## src/hdl/lbc_defines.svh

```systemverilog
// Constants of the byte link controller: offsets, fields, resets, codes, timing.
// Assumes inclusion by bare name from the design modules and the checker.
// Operation
// [RL1] Vector shows next source after clearing highest
// [RL2] Vector codes are multiples of four
// [RL3] CPU writes next byte after transmit-empty
// [RL4] Data read returns last received byte
// [RL5] Shift done loads shadow byte into shifter
// [RL6] Transmit-empty set after first bit sent
// [RL7] Complete byte copied to shadow, full set
// [RL8] Shadow overwritten after one byte time
// [RL9] Underrun sends two ones, then transmitter stops
// [RL10] Underrun abort reported as invalid symbol
// [RL11] Wait entered on WAIT with mode clear
// [RL12] Received message wakes wait mode, interrupts
// [RL13] Stop entered on STOP or WAIT+mode
// [RL14] Stop: bus activity wakes, non-maskable request
// [RL15] STOP entry: waking message not guaranteed
// [RL16] WAIT-stop: byte good only after EOF
// [RL17] Stop during reception: wake, settle, lose
// [RL18] Software finishes transmissions before low power
// [RL19] Data flags clear by vector then data access
// [RL20] Vector encodes sources by fixed priority
`ifndef LBC_DEFINES_SVH
`define LBC_DEFINES_SVH

// ----------------------------------------------------------------
// Register offsets
// ----------------------------------------------------------------
`define LBC_OFS_VECTOR 2'h0
`define LBC_OFS_DATA 2'h1
`define LBC_OFS_CTRL 2'h2
`define LBC_OFS_STATUS 2'h3

// ----------------------------------------------------------------
// Control fields and reset value
// ----------------------------------------------------------------
`define LBC_CTRL_IRQ_EN 0
`define LBC_CTRL_WAIT_CLK 1
`define LBC_CTRL_END_DATA 2
`define LBC_CTRL_RESET 8'h00

// ----------------------------------------------------------------
// Vector codes by priority, lowest first
// ----------------------------------------------------------------
`define LBC_VEC_NONE 8'h00
`define LBC_SRC_EOF 1
`define LBC_SRC_RESP 2
`define LBC_SRC_RXFULL 3
`define LBC_SRC_TXEMPTY 4
`define LBC_SRC_ARB 5
`define LBC_SRC_CRC 6
`define LBC_SRC_INVALID 7
`define LBC_SRC_WAKE 8
`define LBC_VEC_SHIFT 2

// ----------------------------------------------------------------
// Timing
// ----------------------------------------------------------------
`define LBC_CLK_PERIOD_NS 25
`define LBC_SETTLE_NS 1600
`define LBC_SETTLE_CYC ((`LBC_SETTLE_NS + `LBC_CLK_PERIOD_NS - 1) / `LBC_CLK_PERIOD_NS)
`define LBC_UNDERRUN_ONES 2'h2

`endif

```

## src/hdl/lbc_pkg.sv

```systemverilog
// Types shared by the byte link controller modules.
// Assumes the constants header sits beside it.
package lbc_pkg;
  // ----------------------------------------------------------------
  // Power modes, Gray coded along run-wait-stop-settle
  // ----------------------------------------------------------------
  typedef enum logic [1:0] {
    LBC_RUN = 2'h0,
    LBC_WAIT = 2'h1,
    LBC_STOP = 2'h3,
    LBC_SETTLE = 2'h2
  } lbc_mode_t;
endpackage

```

## src/hdl/lbc_tx.sv

```systemverilog
// Transmit shadow and shift register of the byte link controller.
// Assumes a symbol layer on mclk that asks for one bit per pulse.
`timescale 1ns/1ps
`include "lbc_defines.svh"
module lbc_tx import lbc_pkg::*; (
  // Clock and reset
  input wire logic mclk,
  input wire logic rst_n,
  input wire logic clkEn,
  // CPU side
  input wire logic loadStrobe,
  input wire logic [7:0] loadData,
  input wire logic endOfData,
  input wire logic inhibit,
  // Symbol layer side
  input wire logic txBitReq,
  output logic txBit,
  output logic txActive,
  // Events
  output logic txEmpty,
  output logic txUnderrun,
  output logic txDone
);
  logic [7:0] shiftReg, shiftNext; // Byte on the wire
  logic [7:0] shadowReg, shadowNext; // Next byte from the CPU
  logic shadowFullReg, shadowFullNext;
  logic busyReg, busyNext;
  logic uflowReg, uflowNext; // Sending the closing ones
  logic [2:0] bitCntReg, bitCntNext;
  logic [1:0] onesReg, onesNext;
  logic txBitReg, txBitNext;

  // ----------------------------------------------------------------
  // Next state
  // ----------------------------------------------------------------
  always_comb begin
    shiftNext = shiftReg;
    shadowNext = shadowReg;
    shadowFullNext = shadowFullReg;
    busyNext = busyReg;
    uflowNext = uflowReg;
    bitCntNext = bitCntReg;
    onesNext = onesReg;
    txBitNext = txBitReg;
    txEmpty = 1'b0;
    txUnderrun = 1'b0;
    txDone = 1'b0;
    // Idle: start with the first byte, never while inhibited
    if (!busyReg && shadowFullReg && !inhibit) begin
      shiftNext = shadowReg;
      shadowFullNext = 1'b0;
      busyNext = 1'b1;
      bitCntNext = 3'h0;
    end else if (busyReg && txBitReq) begin
      if (uflowReg) begin
        // Underrun: ones break the byte boundary, then stop (see [RL9])
        txBitNext = 1'b1;
        onesNext = onesReg + 2'h1;
        if (onesNext == `LBC_UNDERRUN_ONES) begin
          busyNext = 1'b0;
          uflowNext = 1'b0;
          txUnderrun = 1'b1;
        end
      end else begin
        txBitNext = shiftReg[7];
        shiftNext = {shiftReg[6:0], 1'b0};
        bitCntNext = bitCntReg + 3'h1;
        // First bit out frees the shadow (see [RL6])
        if (bitCntReg == 3'h0) begin
          txEmpty = 1'b1;
        end
        if (bitCntReg == 3'h7) begin
          if (shadowFullReg) begin
            // Double buffering hands the next byte over (see [RL5])
            shiftNext = shadowReg;
            shadowFullNext = 1'b0;
          end else if (endOfData) begin
            busyNext = 1'b0;
            txDone = 1'b1;
          end else begin
            // CPU stopped loading: abort path (see [RL9])
            uflowNext = 1'b1;
            onesNext = 2'h0;
          end
        end
      end
    end
    // CPU write lands last so it is never lost (see [RL3])
    if (loadStrobe) begin
      shadowNext = loadData;
      shadowFullNext = 1'b1;
    end
  end

  // ----------------------------------------------------------------
  // Registers
  // ----------------------------------------------------------------
  always_ff @(posedge mclk or negedge rst_n) begin
    if (!rst_n) begin
      shiftReg <= 8'h00;
      shadowReg <= 8'h00;
      shadowFullReg <= 1'b0;
      busyReg <= 1'b0;
      uflowReg <= 1'b0;
      bitCntReg <= 3'h0;
      onesReg <= 2'h0;
      txBitReg <= 1'b0;
    end else if (clkEn) begin
      shiftReg <= shiftNext;
      shadowReg <= shadowNext;
      shadowFullReg <= shadowFullNext;
      busyReg <= busyNext;
      uflowReg <= uflowNext;
      bitCntReg <= bitCntNext;
      onesReg <= onesNext;
      txBitReg <= txBitNext;
    end
  end

  // Nothing driven onto the bus while inhibited (see [RL11])
  assign txActive = busyReg && !inhibit;
  assign txBit = txBitReg;
endmodule

```

## src/hdl/lbc_rx.sv

```systemverilog
// Receive shift and shadow register of the byte link controller.
// Assumes a symbol layer on mclk delivering decoded bits and end-of-frame.
`timescale 1ns/1ps
`include "lbc_defines.svh"
module lbc_rx import lbc_pkg::*; (
  // Clock and reset
  input wire logic mclk,
  input wire logic rst_n,
  input wire logic clkEn,
  // Symbol layer side
  input wire logic enable,
  input wire logic rxBitValid,
  input wire logic rxBit,
  input wire logic rxEof,
  // CPU side
  output logic [7:0] rxShadow,
  output logic byteDone,
  output logic partialByte
);
  logic [7:0] shiftReg, shiftNext;
  logic [7:0] shadowReg, shadowNext;
  logic [2:0] cntReg, cntNext;

  // ----------------------------------------------------------------
  // Next state
  // ----------------------------------------------------------------
  always_comb begin
    shiftNext = shiftReg;
    shadowNext = shadowReg;
    cntNext = cntReg;
    byteDone = 1'b0;
    partialByte = 1'b0;
    if (!enable) begin
      // Clocks not stable: bits are dropped and the frame is lost
      cntNext = 3'h0;
    end else if (rxEof) begin
      // Frame ended off a byte boundary, e.g. an aborted sender
      partialByte = (cntReg != 3'h0);
      cntNext = 3'h0;
    end else if (rxBitValid) begin
      shiftNext = {shiftReg[6:0], rxBit};
      cntNext = cntReg + 3'h1;
      if (cntReg == 3'h7) begin
        // Shadow always takes the new byte, read or not (see [RL7], [RL8])
        shadowNext = {shiftReg[6:0], rxBit};
        byteDone = 1'b1;
      end
    end
  end

  // ----------------------------------------------------------------
  // Registers
  // ----------------------------------------------------------------
  always_ff @(posedge mclk or negedge rst_n) begin
    if (!rst_n) begin
      shiftReg <= 8'h00;
      shadowReg <= 8'h00;
      cntReg <= 3'h0;
    end else if (clkEn) begin
      shiftReg <= shiftNext;
      shadowReg <= shadowNext;
      cntReg <= cntNext;
    end
  end

  assign rxShadow = shadowReg;
endmodule

```

## src/hdl/lbc_link.sv

```systemverilog
// Byte link controller data path, interrupt vector and low-power modes.
// Assumes a symbol layer on mclk, CPU WAIT/STOP pulses on mclk, and the
// raw bus activity pin from outside the clock domain.
//
// The address-and-strobe port and the placing of the registers were chosen for this implementation.
`timescale 1ns/1ps
`include "lbc_defines.svh"
module lbc_link import lbc_pkg::*; (
  // Clock and reset
  input wire logic mclk,
  input wire logic rst_n,
  input wire logic clkEn,
  // Register port
  input wire logic [1:0] regAddr,
  input wire logic [7:0] regWrData,
  input wire logic regWr,
  input wire logic regRd,
  output logic [7:0] regRdData,
  // CPU power requests
  input wire logic cpuWait,
  input wire logic cpuStop,
  // Receive symbol layer
  input wire logic rxBitValid,
  input wire logic rxBit,
  input wire logic rxEof,
  input wire logic rxInResponse,
  input wire logic rxCrcError,
  input wire logic rxInvalid,
  input wire logic arbLost,
  // Transmit symbol layer
  input wire logic txBitReq,
  output logic txBit,
  output logic txActive,
  // Bus pin, active level high
  input wire logic busActivePin,
  // CPU interrupts
  output logic irq,
  output logic nmiReq
);
  // ----------------------------------------------------------------
  // Declarations
  // ----------------------------------------------------------------
  lbc_mode_t modeReg, modeNext; // Power mode
  logic [7:0] ctrlReg, ctrlNext; // Enables and end-of-data request
  logic [8:1] flagReg, flagNext; // Pending sources by priority
  logic armRxReg, armRxNext; // Vector read seen for a receive source
  logic armTxReg, armTxNext; // Vector read seen for transmit-empty
  logic eofSeenReg, eofSeenNext; // Bus idle since last end-of-frame
  logic goodWakeReg, goodWakeNext; // Wake byte will be received
  logic [6:0] settleReg, settleNext; // Clock restart wait
  logic nmiReg, nmiNext;
  logic [7:0] rdDataReg, rdDataNext;
  logic busSync1Reg, busSync2Reg, busPrevReg; // Pin synchroniser
  logic busRise;
  logic [7:0] vector;
  logic [3:0] topSrc;
  logic dataWr, dataRd, vecRd;
  logic txEmpty, txUnderrun, txDone;
  logic byteDone, partialByte;
  logic [7:0] rxShadow;
  logic rxEnable, txInhibit;

  // Strobe decode
  assign dataWr = regWr && (regAddr == `LBC_OFS_DATA);
  assign dataRd = regRd && (regAddr == `LBC_OFS_DATA);
  assign vecRd = regRd && (regAddr == `LBC_OFS_VECTOR);

  // ----------------------------------------------------------------
  // Sub-blocks
  // ----------------------------------------------------------------
  lbc_tx u_tx (
    .mclk(mclk),
    .rst_n(rst_n),
    .clkEn(clkEn),
    .loadStrobe(dataWr),
    .loadData(regWrData),
    .endOfData(ctrlReg[`LBC_CTRL_END_DATA]),
    .inhibit(txInhibit),
    .txBitReq(txBitReq),
    .txBit(txBit),
    .txActive(txActive),
    .txEmpty(txEmpty),
    .txUnderrun(txUnderrun),
    .txDone(txDone)
  );

  lbc_rx u_rx (
    .mclk(mclk),
    .rst_n(rst_n),
    .clkEn(clkEn),
    .enable(rxEnable),
    .rxBitValid(rxBitValid),
    .rxBit(rxBit),
    .rxEof(rxEof),
    .rxShadow(rxShadow),
    .byteDone(byteDone),
    .partialByte(partialByte)
  );

  // ----------------------------------------------------------------
  // Bus pin synchroniser and wake edge
  // ----------------------------------------------------------------
  // Two flops before use; the edge detector compares the second flop with its delayed copy
  always_ff @(posedge mclk or negedge rst_n) begin
    if (!rst_n) begin
      busSync1Reg <= 1'b0;
      busSync2Reg <= 1'b0;
      busPrevReg <= 1'b0;
    end else if (clkEn) begin
      busSync1Reg <= busActivePin;
      busSync2Reg <= busSync1Reg;
      busPrevReg <= busSync2Reg;
    end
  end

  // Passive-to-active transition
  assign busRise = busSync2Reg && !busPrevReg;

  // ----------------------------------------------------------------
  // Priority encoder
  // ----------------------------------------------------------------
  // Highest pending source always shows, so clearing one reveals the next
  always_comb begin
    topSrc = 4'h0;
    for (int i = 1; i <= 8; i++) begin
      if (flagReg[i]) begin
        topSrc = 4'(i); // see [RL20], [RL1]
      end
    end
  end

  // Code is the source number times four (see [RL2])
  assign vector = {2'h0, topSrc, 2'h0};

  // ----------------------------------------------------------------
  // Low-power mode control
  // ----------------------------------------------------------------
  always_comb begin
    modeNext = modeReg;
    goodWakeNext = goodWakeReg;
    settleNext = settleReg;
    nmiNext = 1'b0;
    unique case (modeReg)
      LBC_RUN: begin
        if (cpuStop) begin
          // STOP entry: clocks restart on wake, message not kept (see [RL13], [RL15])
          modeNext = LBC_STOP;
          goodWakeNext = 1'b0;
        end else if (cpuWait && ctrlReg[`LBC_CTRL_WAIT_CLK]) begin
          // WAIT into stop: byte kept only after an end-of-frame (see [RL13], [RL16])
          modeNext = LBC_STOP;
          goodWakeNext = eofSeenReg; // see [RL17]
        end else if (cpuWait) begin
          modeNext = LBC_WAIT; // see [RL11]
        end
      end
      LBC_WAIT: begin
        // Clocks run; a cleanly ended message wakes us (see [RL12])
        if (rxEof && !partialByte && !rxCrcError && !rxInvalid) begin
          modeNext = LBC_RUN;
        end
      end
      LBC_STOP: begin
        if (busRise) begin
          // Any bus activity wakes with a non-maskable request (see [RL14])
          modeNext = LBC_SETTLE;
          nmiNext = 1'b1;
          settleNext = 7'h00;
        end
      end
      LBC_SETTLE: begin
        // Hold off until the clocks are stable (see [RL17])
        settleNext = settleReg + 7'h01;
        if (settleReg == 7'(`LBC_SETTLE_CYC - 1)) begin
          modeNext = LBC_RUN;
        end
      end
    endcase
  end

  // Receiver runs unless clocks are stopped or settling without a good wake
  assign rxEnable = (modeReg == LBC_RUN) || (modeReg == LBC_WAIT) || goodWakeReg;
  // No bus driving outside run mode (see [RL11])
  assign txInhibit = (modeReg != LBC_RUN);

  always_ff @(posedge mclk or negedge rst_n) begin
    if (!rst_n) begin
      modeReg <= LBC_RUN;
      goodWakeReg <= 1'b0;
      settleReg <= 7'h00;
      nmiReg <= 1'b0;
    end else if (clkEn) begin
      modeReg <= modeNext;
      goodWakeReg <= goodWakeNext;
      settleReg <= settleNext;
      nmiReg <= nmiNext;
    end
  end

  // ----------------------------------------------------------------
  // Flags, control and register reads
  // ----------------------------------------------------------------
  always_comb begin
    flagNext = flagReg;
    ctrlNext = ctrlReg;
    armRxNext = armRxReg;
    armTxNext = armTxReg;
    eofSeenNext = eofSeenReg;
    rdDataNext = 8'h00;
    // Clears first; the sets below win in the same cycle
    if (vecRd) begin
      if (topSrc == 4'(`LBC_SRC_RESP) || topSrc == 4'(`LBC_SRC_RXFULL)) begin
        armRxNext = 1'b1; // see [RL19]
      end else if (topSrc == 4'(`LBC_SRC_TXEMPTY)) begin
        armTxNext = 1'b1; // see [RL19]
      end else if (topSrc != 4'h0) begin
        flagNext[topSrc] = 1'b0;
      end
    end
    if (dataRd && armRxReg) begin
      // Vector then data read clears receive sources (see [RL19])
      flagNext[`LBC_SRC_RESP] = 1'b0;
      flagNext[`LBC_SRC_RXFULL] = 1'b0;
      armRxNext = 1'b0;
    end
    if (dataWr && armTxReg) begin
      flagNext[`LBC_SRC_TXEMPTY] = 1'b0; // see [RL19]
      armTxNext = 1'b0;
    end
    if (regWr && regAddr == `LBC_OFS_CTRL) begin
      ctrlNext = {5'h00, regWrData[2:0]};
      if (regWrData[`LBC_CTRL_END_DATA]) begin
        flagNext[`LBC_SRC_TXEMPTY] = 1'b0; // see [RL19]
        armTxNext = 1'b0;
      end
    end
    // End-of-data request retires once the closing byte is out
    if (txDone || txUnderrun) begin
      ctrlNext[`LBC_CTRL_END_DATA] = 1'b0;
    end
    // Event sets
    if (rxEof) begin
      flagNext[`LBC_SRC_EOF] = 1'b1;
      eofSeenNext = 1'b1;
    end else if (rxBitValid) begin
      eofSeenNext = 1'b0;
    end
    if (byteDone) begin
      // Full flag marks a new byte in the shadow (see [RL7])
      if (rxInResponse) begin
        flagNext[`LBC_SRC_RESP] = 1'b1;
      end else begin
        flagNext[`LBC_SRC_RXFULL] = 1'b1;
      end
    end
    if (txEmpty && !ctrlReg[`LBC_CTRL_END_DATA]) begin
      flagNext[`LBC_SRC_TXEMPTY] = 1'b1; // see [RL6]
    end
    if (arbLost) begin
      flagNext[`LBC_SRC_ARB] = 1'b1;
    end
    if (rxCrcError) begin
      flagNext[`LBC_SRC_CRC] = 1'b1;
    end
    // Broken byte boundary, as left by an underrun abort (see [RL10])
    if (rxInvalid || partialByte) begin
      flagNext[`LBC_SRC_INVALID] = 1'b1;
    end
    if (modeReg == LBC_STOP && busRise) begin
      flagNext[`LBC_SRC_WAKE] = 1'b1; // see [RL14]
    end
    // Read data, valid in the cycle after the strobe
    if (regRd) begin
      unique case (regAddr)
        `LBC_OFS_VECTOR: rdDataNext = vector;
        `LBC_OFS_DATA: rdDataNext = rxShadow; // see [RL4]
        `LBC_OFS_CTRL: rdDataNext = ctrlReg;
        `LBC_OFS_STATUS: rdDataNext = {4'h0, goodWakeReg, eofSeenReg, modeReg};
      endcase
    end
  end

  always_ff @(posedge mclk or negedge rst_n) begin
    if (!rst_n) begin
      flagReg <= 8'h00;
      ctrlReg <= `LBC_CTRL_RESET;
      armRxReg <= 1'b0;
      armTxReg <= 1'b0;
      eofSeenReg <= 1'b1;
      rdDataReg <= 8'h00;
    end else if (clkEn) begin
      flagReg <= flagNext;
      ctrlReg <= ctrlNext;
      armRxReg <= armRxNext;
      armTxReg <= armTxNext;
      eofSeenReg <= eofSeenNext;
      rdDataReg <= rdDataNext;
    end
  end

  // ----------------------------------------------------------------
  // Outputs
  // ----------------------------------------------------------------
  assign regRdData = rdDataReg;
  // Maskable request follows the enable bit (see [RL12])
  assign irq = ctrlReg[`LBC_CTRL_IRQ_EN] && (flagReg != 8'h00);
  assign nmiReq = nmiReg;
endmodule

```

## config.mk

```make
export PLATFORM = sky130hd
export DESIGN_NAME = lbc_link
export DESIGN_NICKNAME = d
export VERILOG_FILES = /design/src/hdl/lbc_pkg.sv /design/src/hdl/lbc_tx.sv /design/src/hdl/lbc_rx.sv /design/src/hdl/lbc_link.sv
export VERILOG_INCLUDE_DIRS = /design/src /design/src/hdl
export SDC_FILE = /design/constraint.sdc
export NUM_CORES = 1
export LEC_CHECK = 0
export BUFFER_PORTS_ARGS = -buffer_cell sky130_fd_sc_hd__buf_2
export CAP_MARGIN = 20
export CORE_MARGIN = 3
export CORE_UTILIZATION = 40
export CTS_CLUSTER_DIAMETER = 150
export DETAILED_ROUTE_END_ITERATION = 6
export SLEW_MARGIN = 20
export SYNTH_ARGS = -nofsm -noshare
export SYNTH_HDL_FRONTEND = slang
export SYNTH_SLANG_ARGS = --single-unit
```

## constraint.sdc

```tcl
create_clock -name mclk -period 3 [get_ports mclk]
set_clock_uncertainty 0.05 [all_clocks]
set_input_delay 0.15 -clock mclk [delete_from_list [all_inputs] [get_ports mclk]]
set_output_delay 0.15 -clock mclk [all_outputs]
set_load 0.01 [all_outputs]
```

After elaboration in Yosys (flattened, before gate mapping)
Cells that the tools add are included.

storage, ports and cells
  output and inout bits = 12
  input port bits = 26
  register bits = 79
  logic and storage cells = 263

operators by class
  add/subtract/negate cells = 4
  muxes and demuxes = 108
  bitwise gates (word level) = 4
  reductions and logical operators = 81
  order comparisons = 2
  equality and inequality tests = 34

operators by type and width
  kind                                                                      count
  8-bit 2-to-1 mux                                                          10
  1-bit 2-to-1 mux                                                          67
  2-bit nonzero test                                                        19
  5-bit AND reduction                                                       7
  8-bit case mux with 4 select lines                                        1
  4-bit 2-to-1 mux                                                          7
  2-bit 2-to-1 mux                                                          12
  2-bit inequality test (second input constant)                             11
  3-bit 2-to-1 mux                                                          7
  1-bit logical AND                                                         19
  3-bit AND reduction                                                       5
  3-bit nonzero test                                                        5
  7-bit case mux with 2 select lines                                        1
  3-bit inequality test (second input constant)                             4
  6-bit AND reduction                                                       2
  2-bit equality test (second input constant)                               5
  2-bit by 1-bit inequality test with 1-bit output (second input constant)  5
  2-bit AND reduction                                                       5
  8-bit bitwise AND                                                         1
  4-bit by 2-bit equality test with 1-bit output (second input constant)    2
  8-bit NOT                                                                 1
  2-bit case mux with 4 select lines                                        1
  4-bit AND reduction                                                       2
  8-bit nonzero test                                                        1
  18 further kinds                                                          33

Depth between registers and ports, before layout
  depth in word-level cells = 22
  mapped depth = 6
  depth with buffers taken out = 6

Hierarchy
A second synthesis with hierarchy kept.

unflattened totals
  cells, all modules = 372
  area, all modules = 3797.4 um^2

by module, submodules not included
  module    times used  cells an instance  area an instance (um^2)
  lbc_link  1           185                1790.5
  lbc_tx    1           121                1252.5
  lbc_rx    1           66                 754.5

Worst setup path after synthesis
Ideal clock, no wire load.

  path type = reg2reg
  start point = reg modeReg[1]
  end point = reg u_rx.shadowReg[0], in the netlist u_rx.rxShadow[0]
  library setup time = 125 ps
  data arrival time = 1463 ps
  stages on the path, launching flop included = 7
  setup slack = 1363 ps
  period minus slack after synthesis = 1637 ps
  cell sequence = dfrtp_1 -> buf_6 -> and2b_1 -> nor3_2 -> and2_1 -> buf_2 -> mux2_2

between the ends
  longest elaborated chain between the ends = 4

ends and longest elaborated chain
  what                                                                                 RTL line         source
  start, declared                                                                      lbc_link.sv:43   lbc_mode_t modeReg, modeNext;
  start signal, assigned                                                               lbc_link.sv:193  modeReg <= modeNext;
  2-bit by 1-bit equality test with 1-bit output or 2-bit logical NOT (tied branches)  lbc_link.sv:182  assign rxEnable = (modeReg == LBC_RUN) || (modeReg == LBC_WAIT) || goodWakeReg;
  1-bit logical OR * (2 in a row)                                                      lbc_link.sv:182
  5-bit AND reduction (no line) *                                                      n/a
  end signal, assigned                                                                 lbc_rx.sv:61     shadowReg <= shadowNext;
  end, declared                                                                        lbc_rx.sv:21     logic [7:0] shadowReg, shadowNext;

Every way passes the cells marked *; elsewhere a longest branch is shown, timed or not.
A chain may end at the register's enable or synchronous reset.

Final worst setup path
  start point = reg modeReg[1]
  end point = reg u_rx.shadowReg[3], in the netlist u_rx.rxShadow[3]

Same word-level chain as after synthesis.

==> flow_metrics.env <==
export IMPL_max_slew_worst_pin_slew_ns=0.724
export IMPL_fillers=829
export IMPL_portBuffers=37
export IMPL_reg2reg_from="modeReg[1]$_DFFE_PN0P_"
export IMPL_syn_inst=325
export IMPL_p_int_w=0.00198
export IMPL_seqPwrFrac_pct=51.9
export IMPL_cts_max_path_buffers=2
export IMPL_cap_violations=0
export IMPL_drtPass1Iterations=4
export IMPL_initial_utilization_pct=41.7
export IMPL_p_clk_share_pct=23.8
export IMPL_whs_ns=0.0132
export IMPL_synth_warnings=0
export IMPL_die_height_um=102
export IMPL_synthDistinctLibCells=56
export IMPL_multi_input_area_um2=1580
export IMPL_cpLargestDelayFamily="simple AND/OR/NAND/NOR gates"
export IMPL_cp_max_fo=12
export IMPL_endpoint_kind="register"
export IMPL_drc_errors=0
export IMPL_worst_ep_required_time_ns=3.17
export IMPL_leakagePower_nw=1.94
export IMPL_nets=409
export IMPL_hold_violations=0
export IMPL_critPathMaxStageDelay_ns=0.50
export IMPL_slowest_stage="dfrtp_1"
export IMPL_drtIter0Drc=91
export IMPL_p_sw_share_pct=33.0
export IMPL_seq_area_frac_synth_pct=53.7
export IMPL_dieArea_um2=10400
export IMPL_via_count=2627
export IMPL_clk_latency_ns=0.34
export IMPL_r2r_cells=5
export IMPL_grt_overflow=0
export IMPL_clk_pin_slew_ns=0.08
export IMPL_num_antenna_cells=0
export IMPL_synth_edf_count=0
export IMPL_pwr_share_comb_pct=24.3
export IMPL_drive_above_1_share_pct=24.7
export IMPL_fin_cells=488
export IMPL_setup_tns_ns=0
export IMPL_avgViaCountPerCell=5.38
export IMPL_antenna_found_initial=0
export IMPL_dp_cells=461
export IMPL_cts_tree="done"
export IMPL_die_x_um=102
export IMPL_crit_buf_inv=1
export IMPL_critPathLaunchType="register"
export IMPL_seq_area_um2=1980
export IMPL_reg2reg_to="u_rx.rxShadow[3]$_DFFE_PN0P_"
export IMPL_r2r_setup_slack_ns=0.98
export IMPL_first_global_vias=2649
export IMPL_slew_violations=0
export IMPL_arrival_ns=2.20
export IMPL_p_sw_w=0.000976
export IMPL_grt_max_degree=80
export IMPL_cts_max_level=3
export IMPL_hp_class="in2reg"
export IMPL_syn_area_um2=3690
export IMPL_grt_total_usage_pct=16.3
export IMPL_drt_wl_total_um=7750
export IMPL_dp_hpwl_um=5490
export IMPL_gp_congestion=0.888
export IMPL_cts_root_buf="clkbuf_8"
export IMPL_synth_seq_cells=79
export IMPL_numCtsBuffers=9
export IMPL_setup_viol=0
export IMPL_critPathKind="reg2reg"
export IMPL_fmax_mhz=494
export IMPL_syn_to_final_growth_pct=15.3
export IMPL_numClockSinks=79
export IMPL_outcome="completed"
export IMPL_avgSynthCellArea_um2=11.3
export IMPL_grt_pass1_wl_um=13200
export IMPL_synth_nets=359
export IMPL_rows=34
export IMPL_final_common_cell="dfrtp_1"
export IMPL_wl_per_cell_um=15.9
export IMPL_rsz0062_at_grt="false"
export IMPL_cp_cell_sequence="and2b_1 -> nor3_2 -> buf_4 -> and2_1 -> mux2_2"
export IMPL_async_flop_share_pct=100
export IMPL_period_share_pct=67.4
export IMPL_core_area_um2=8850
export IMPL_num_io_pins=38
export IMPL_irDropWorstVdd_mv=0.285
export IMPL_power_density_nw_per_um2=696
export IMPL_drtAntennaViolNets=0
export IMPL_hp_start="regWrData[1]"
export IMPL_hold_path_depth=2
export IMPL_fin_crit_ns=2.02
export IMPL_timing_slew_headroom_pct=51.8
export IMPL_final_cell_mix="dfrtp_1, nand2_1, buf_2"
export IMPL_hold_end="ctrlReg[1]$_DFFE_PN0P_"
export IMPL_synth_main_ff_cell="dfrtp_1"
## flip-flops by register name (all words and copies together), names as in the netlist, 2 cells and up
signal          count
ctrlReg             3
u_tx.shadowReg      8
u_rx.rxShadow       8
u_rx.shiftReg       7
flagReg             8
u_rx.cntReg         3
u_tx.shiftReg       8
u_tx.bitCntReg      3
settleReg           7
u_tx.onesReg        2
regRdData           8
modeReg             2
## cells in the mapped netlist, types with 6 or more instances
cell type,n,area (um^2)
nor2b_1,6,37.5
o21ai_0,15,75.1
a22o_1,12,105
o31ai_1,6,45.0
nand2_1,37,139
nand3_1,8,40.0
a21oi_1,7,35.0
mux2i_1,10,100
nor2_1,14,52.6
o21ai_1,7,35.0
dfrtp_1,78,1950
ha_1,8,100
mux2_2,32,360
inv_1,16,60.1
## area by class of cell
type / count / area share [%]
timing repair buffer: 51 / 7.62
tap: 108 / 3.18
multi-input combinational: 218 / 37.1
inverter: 16 / 1.41
sequential: 79 / 46.5
clock inverter: 5 / 0.795
clock buffer: 11 / 3.33
## how the worst max path moves through the flow
stage / start / to / slack [ns] / cells past startpoint
2_1_floorplan: modeReg[1]$_DFFE_PN0P_ / u_rx.rxShadow[0]$_DFFE_PN0P_ / 1.36 / 6
6_report: modeReg[1]$_DFFE_PN0P_ / u_rx.rxShadow[3]$_DFFE_PN0P_ / 0.98 / 5
3_5_place_dp: modeReg[1]$_DFFE_PN0P_ / u_rx.rxShadow[3]$_DFFE_PN0P_ / 1.0 / 5
3_3_place_gp: modeReg[1]$_DFFE_PN0P_ / u_rx.rxShadow[7]$_DFFE_PN0P_ / 1.05 / 5
4_1_cts: modeReg[1]$_DFFE_PN0P_ / u_rx.rxShadow[3]$_DFFE_PN0P_ / 0.98 / 5
5_1_grt: modeReg[1]$_DFFE_PN0P_ / u_rx.rxShadow[1]$_DFFE_PN0P_ / 0.86 / 5
## power by group through the flow
| stage | Combinational [W] | Sequential [W] | Clock, W |
|---|---|---|---|
| detailed placement | 0.000715 | 0.00156 | 0 |
| global placement | 0.000699 | 0.00155 | 0 |
| finish | 0.000719 | 0.00154 | 0.000704 |
| global route | 0.000839 | 0.00158 | 0.000780 |
| CTS | 0.000731 | 0.00154 | 0.000729 |
| floorplan | 0.000578 | 0.00147 | 0 |
## cell families after synthesis
family	share of synthesized area [%]
and+or+nand+nor	12.7
adders and majority gates	2.72
AOI/OAI and AO/OA	14.4
buffers and inverters	3.53
DFF	53.7
muxes	12.5
xor gates and xnor gates	0.475
## what timing repair did
item                      in CTS  in global routing
buffers inserted               0                  0
hold endpoints to repair      88                  0
gates resized for setup        0                  0
hold buffers                  11                  0
## stage by stage
stage	utilization (%)	instance area [um^2]	worst slack, ns	total power [W]
2_1_floorplan	-	3690	1.36	0.00205
3_3_place_gp	44.8	3960	1.05	0.00225
3_5_place_dp	44.8	3960	0.998	0.00227
4_1_cts	48.0	4250	0.982	0.00300
5_1_grt	48.0	4250	0.861	0.00320
6_report	48.0	4250	0.977	0.00296
## metal layers
layer  up-vias  share of wire, %  wire, um  track usage, %
met3        13               4.3       330            3.21
li1       1273                 -         -               -
met4         0               1.3        97            5.45
met2        67                44      3420            23.6
met5         -                 0         0               0
met1      1274                50      3900            24.3
## worst reg2reg max path, cell delays in order, from the launching register on
cell	delay, ns
dfrtp_1	0.50
and2b_1	0.26
nor3_2	0.11
buf_4	0.21
and2_1	0.39
mux2_2	0.39
Note: power is estimated with default switching activity, not from simulation.
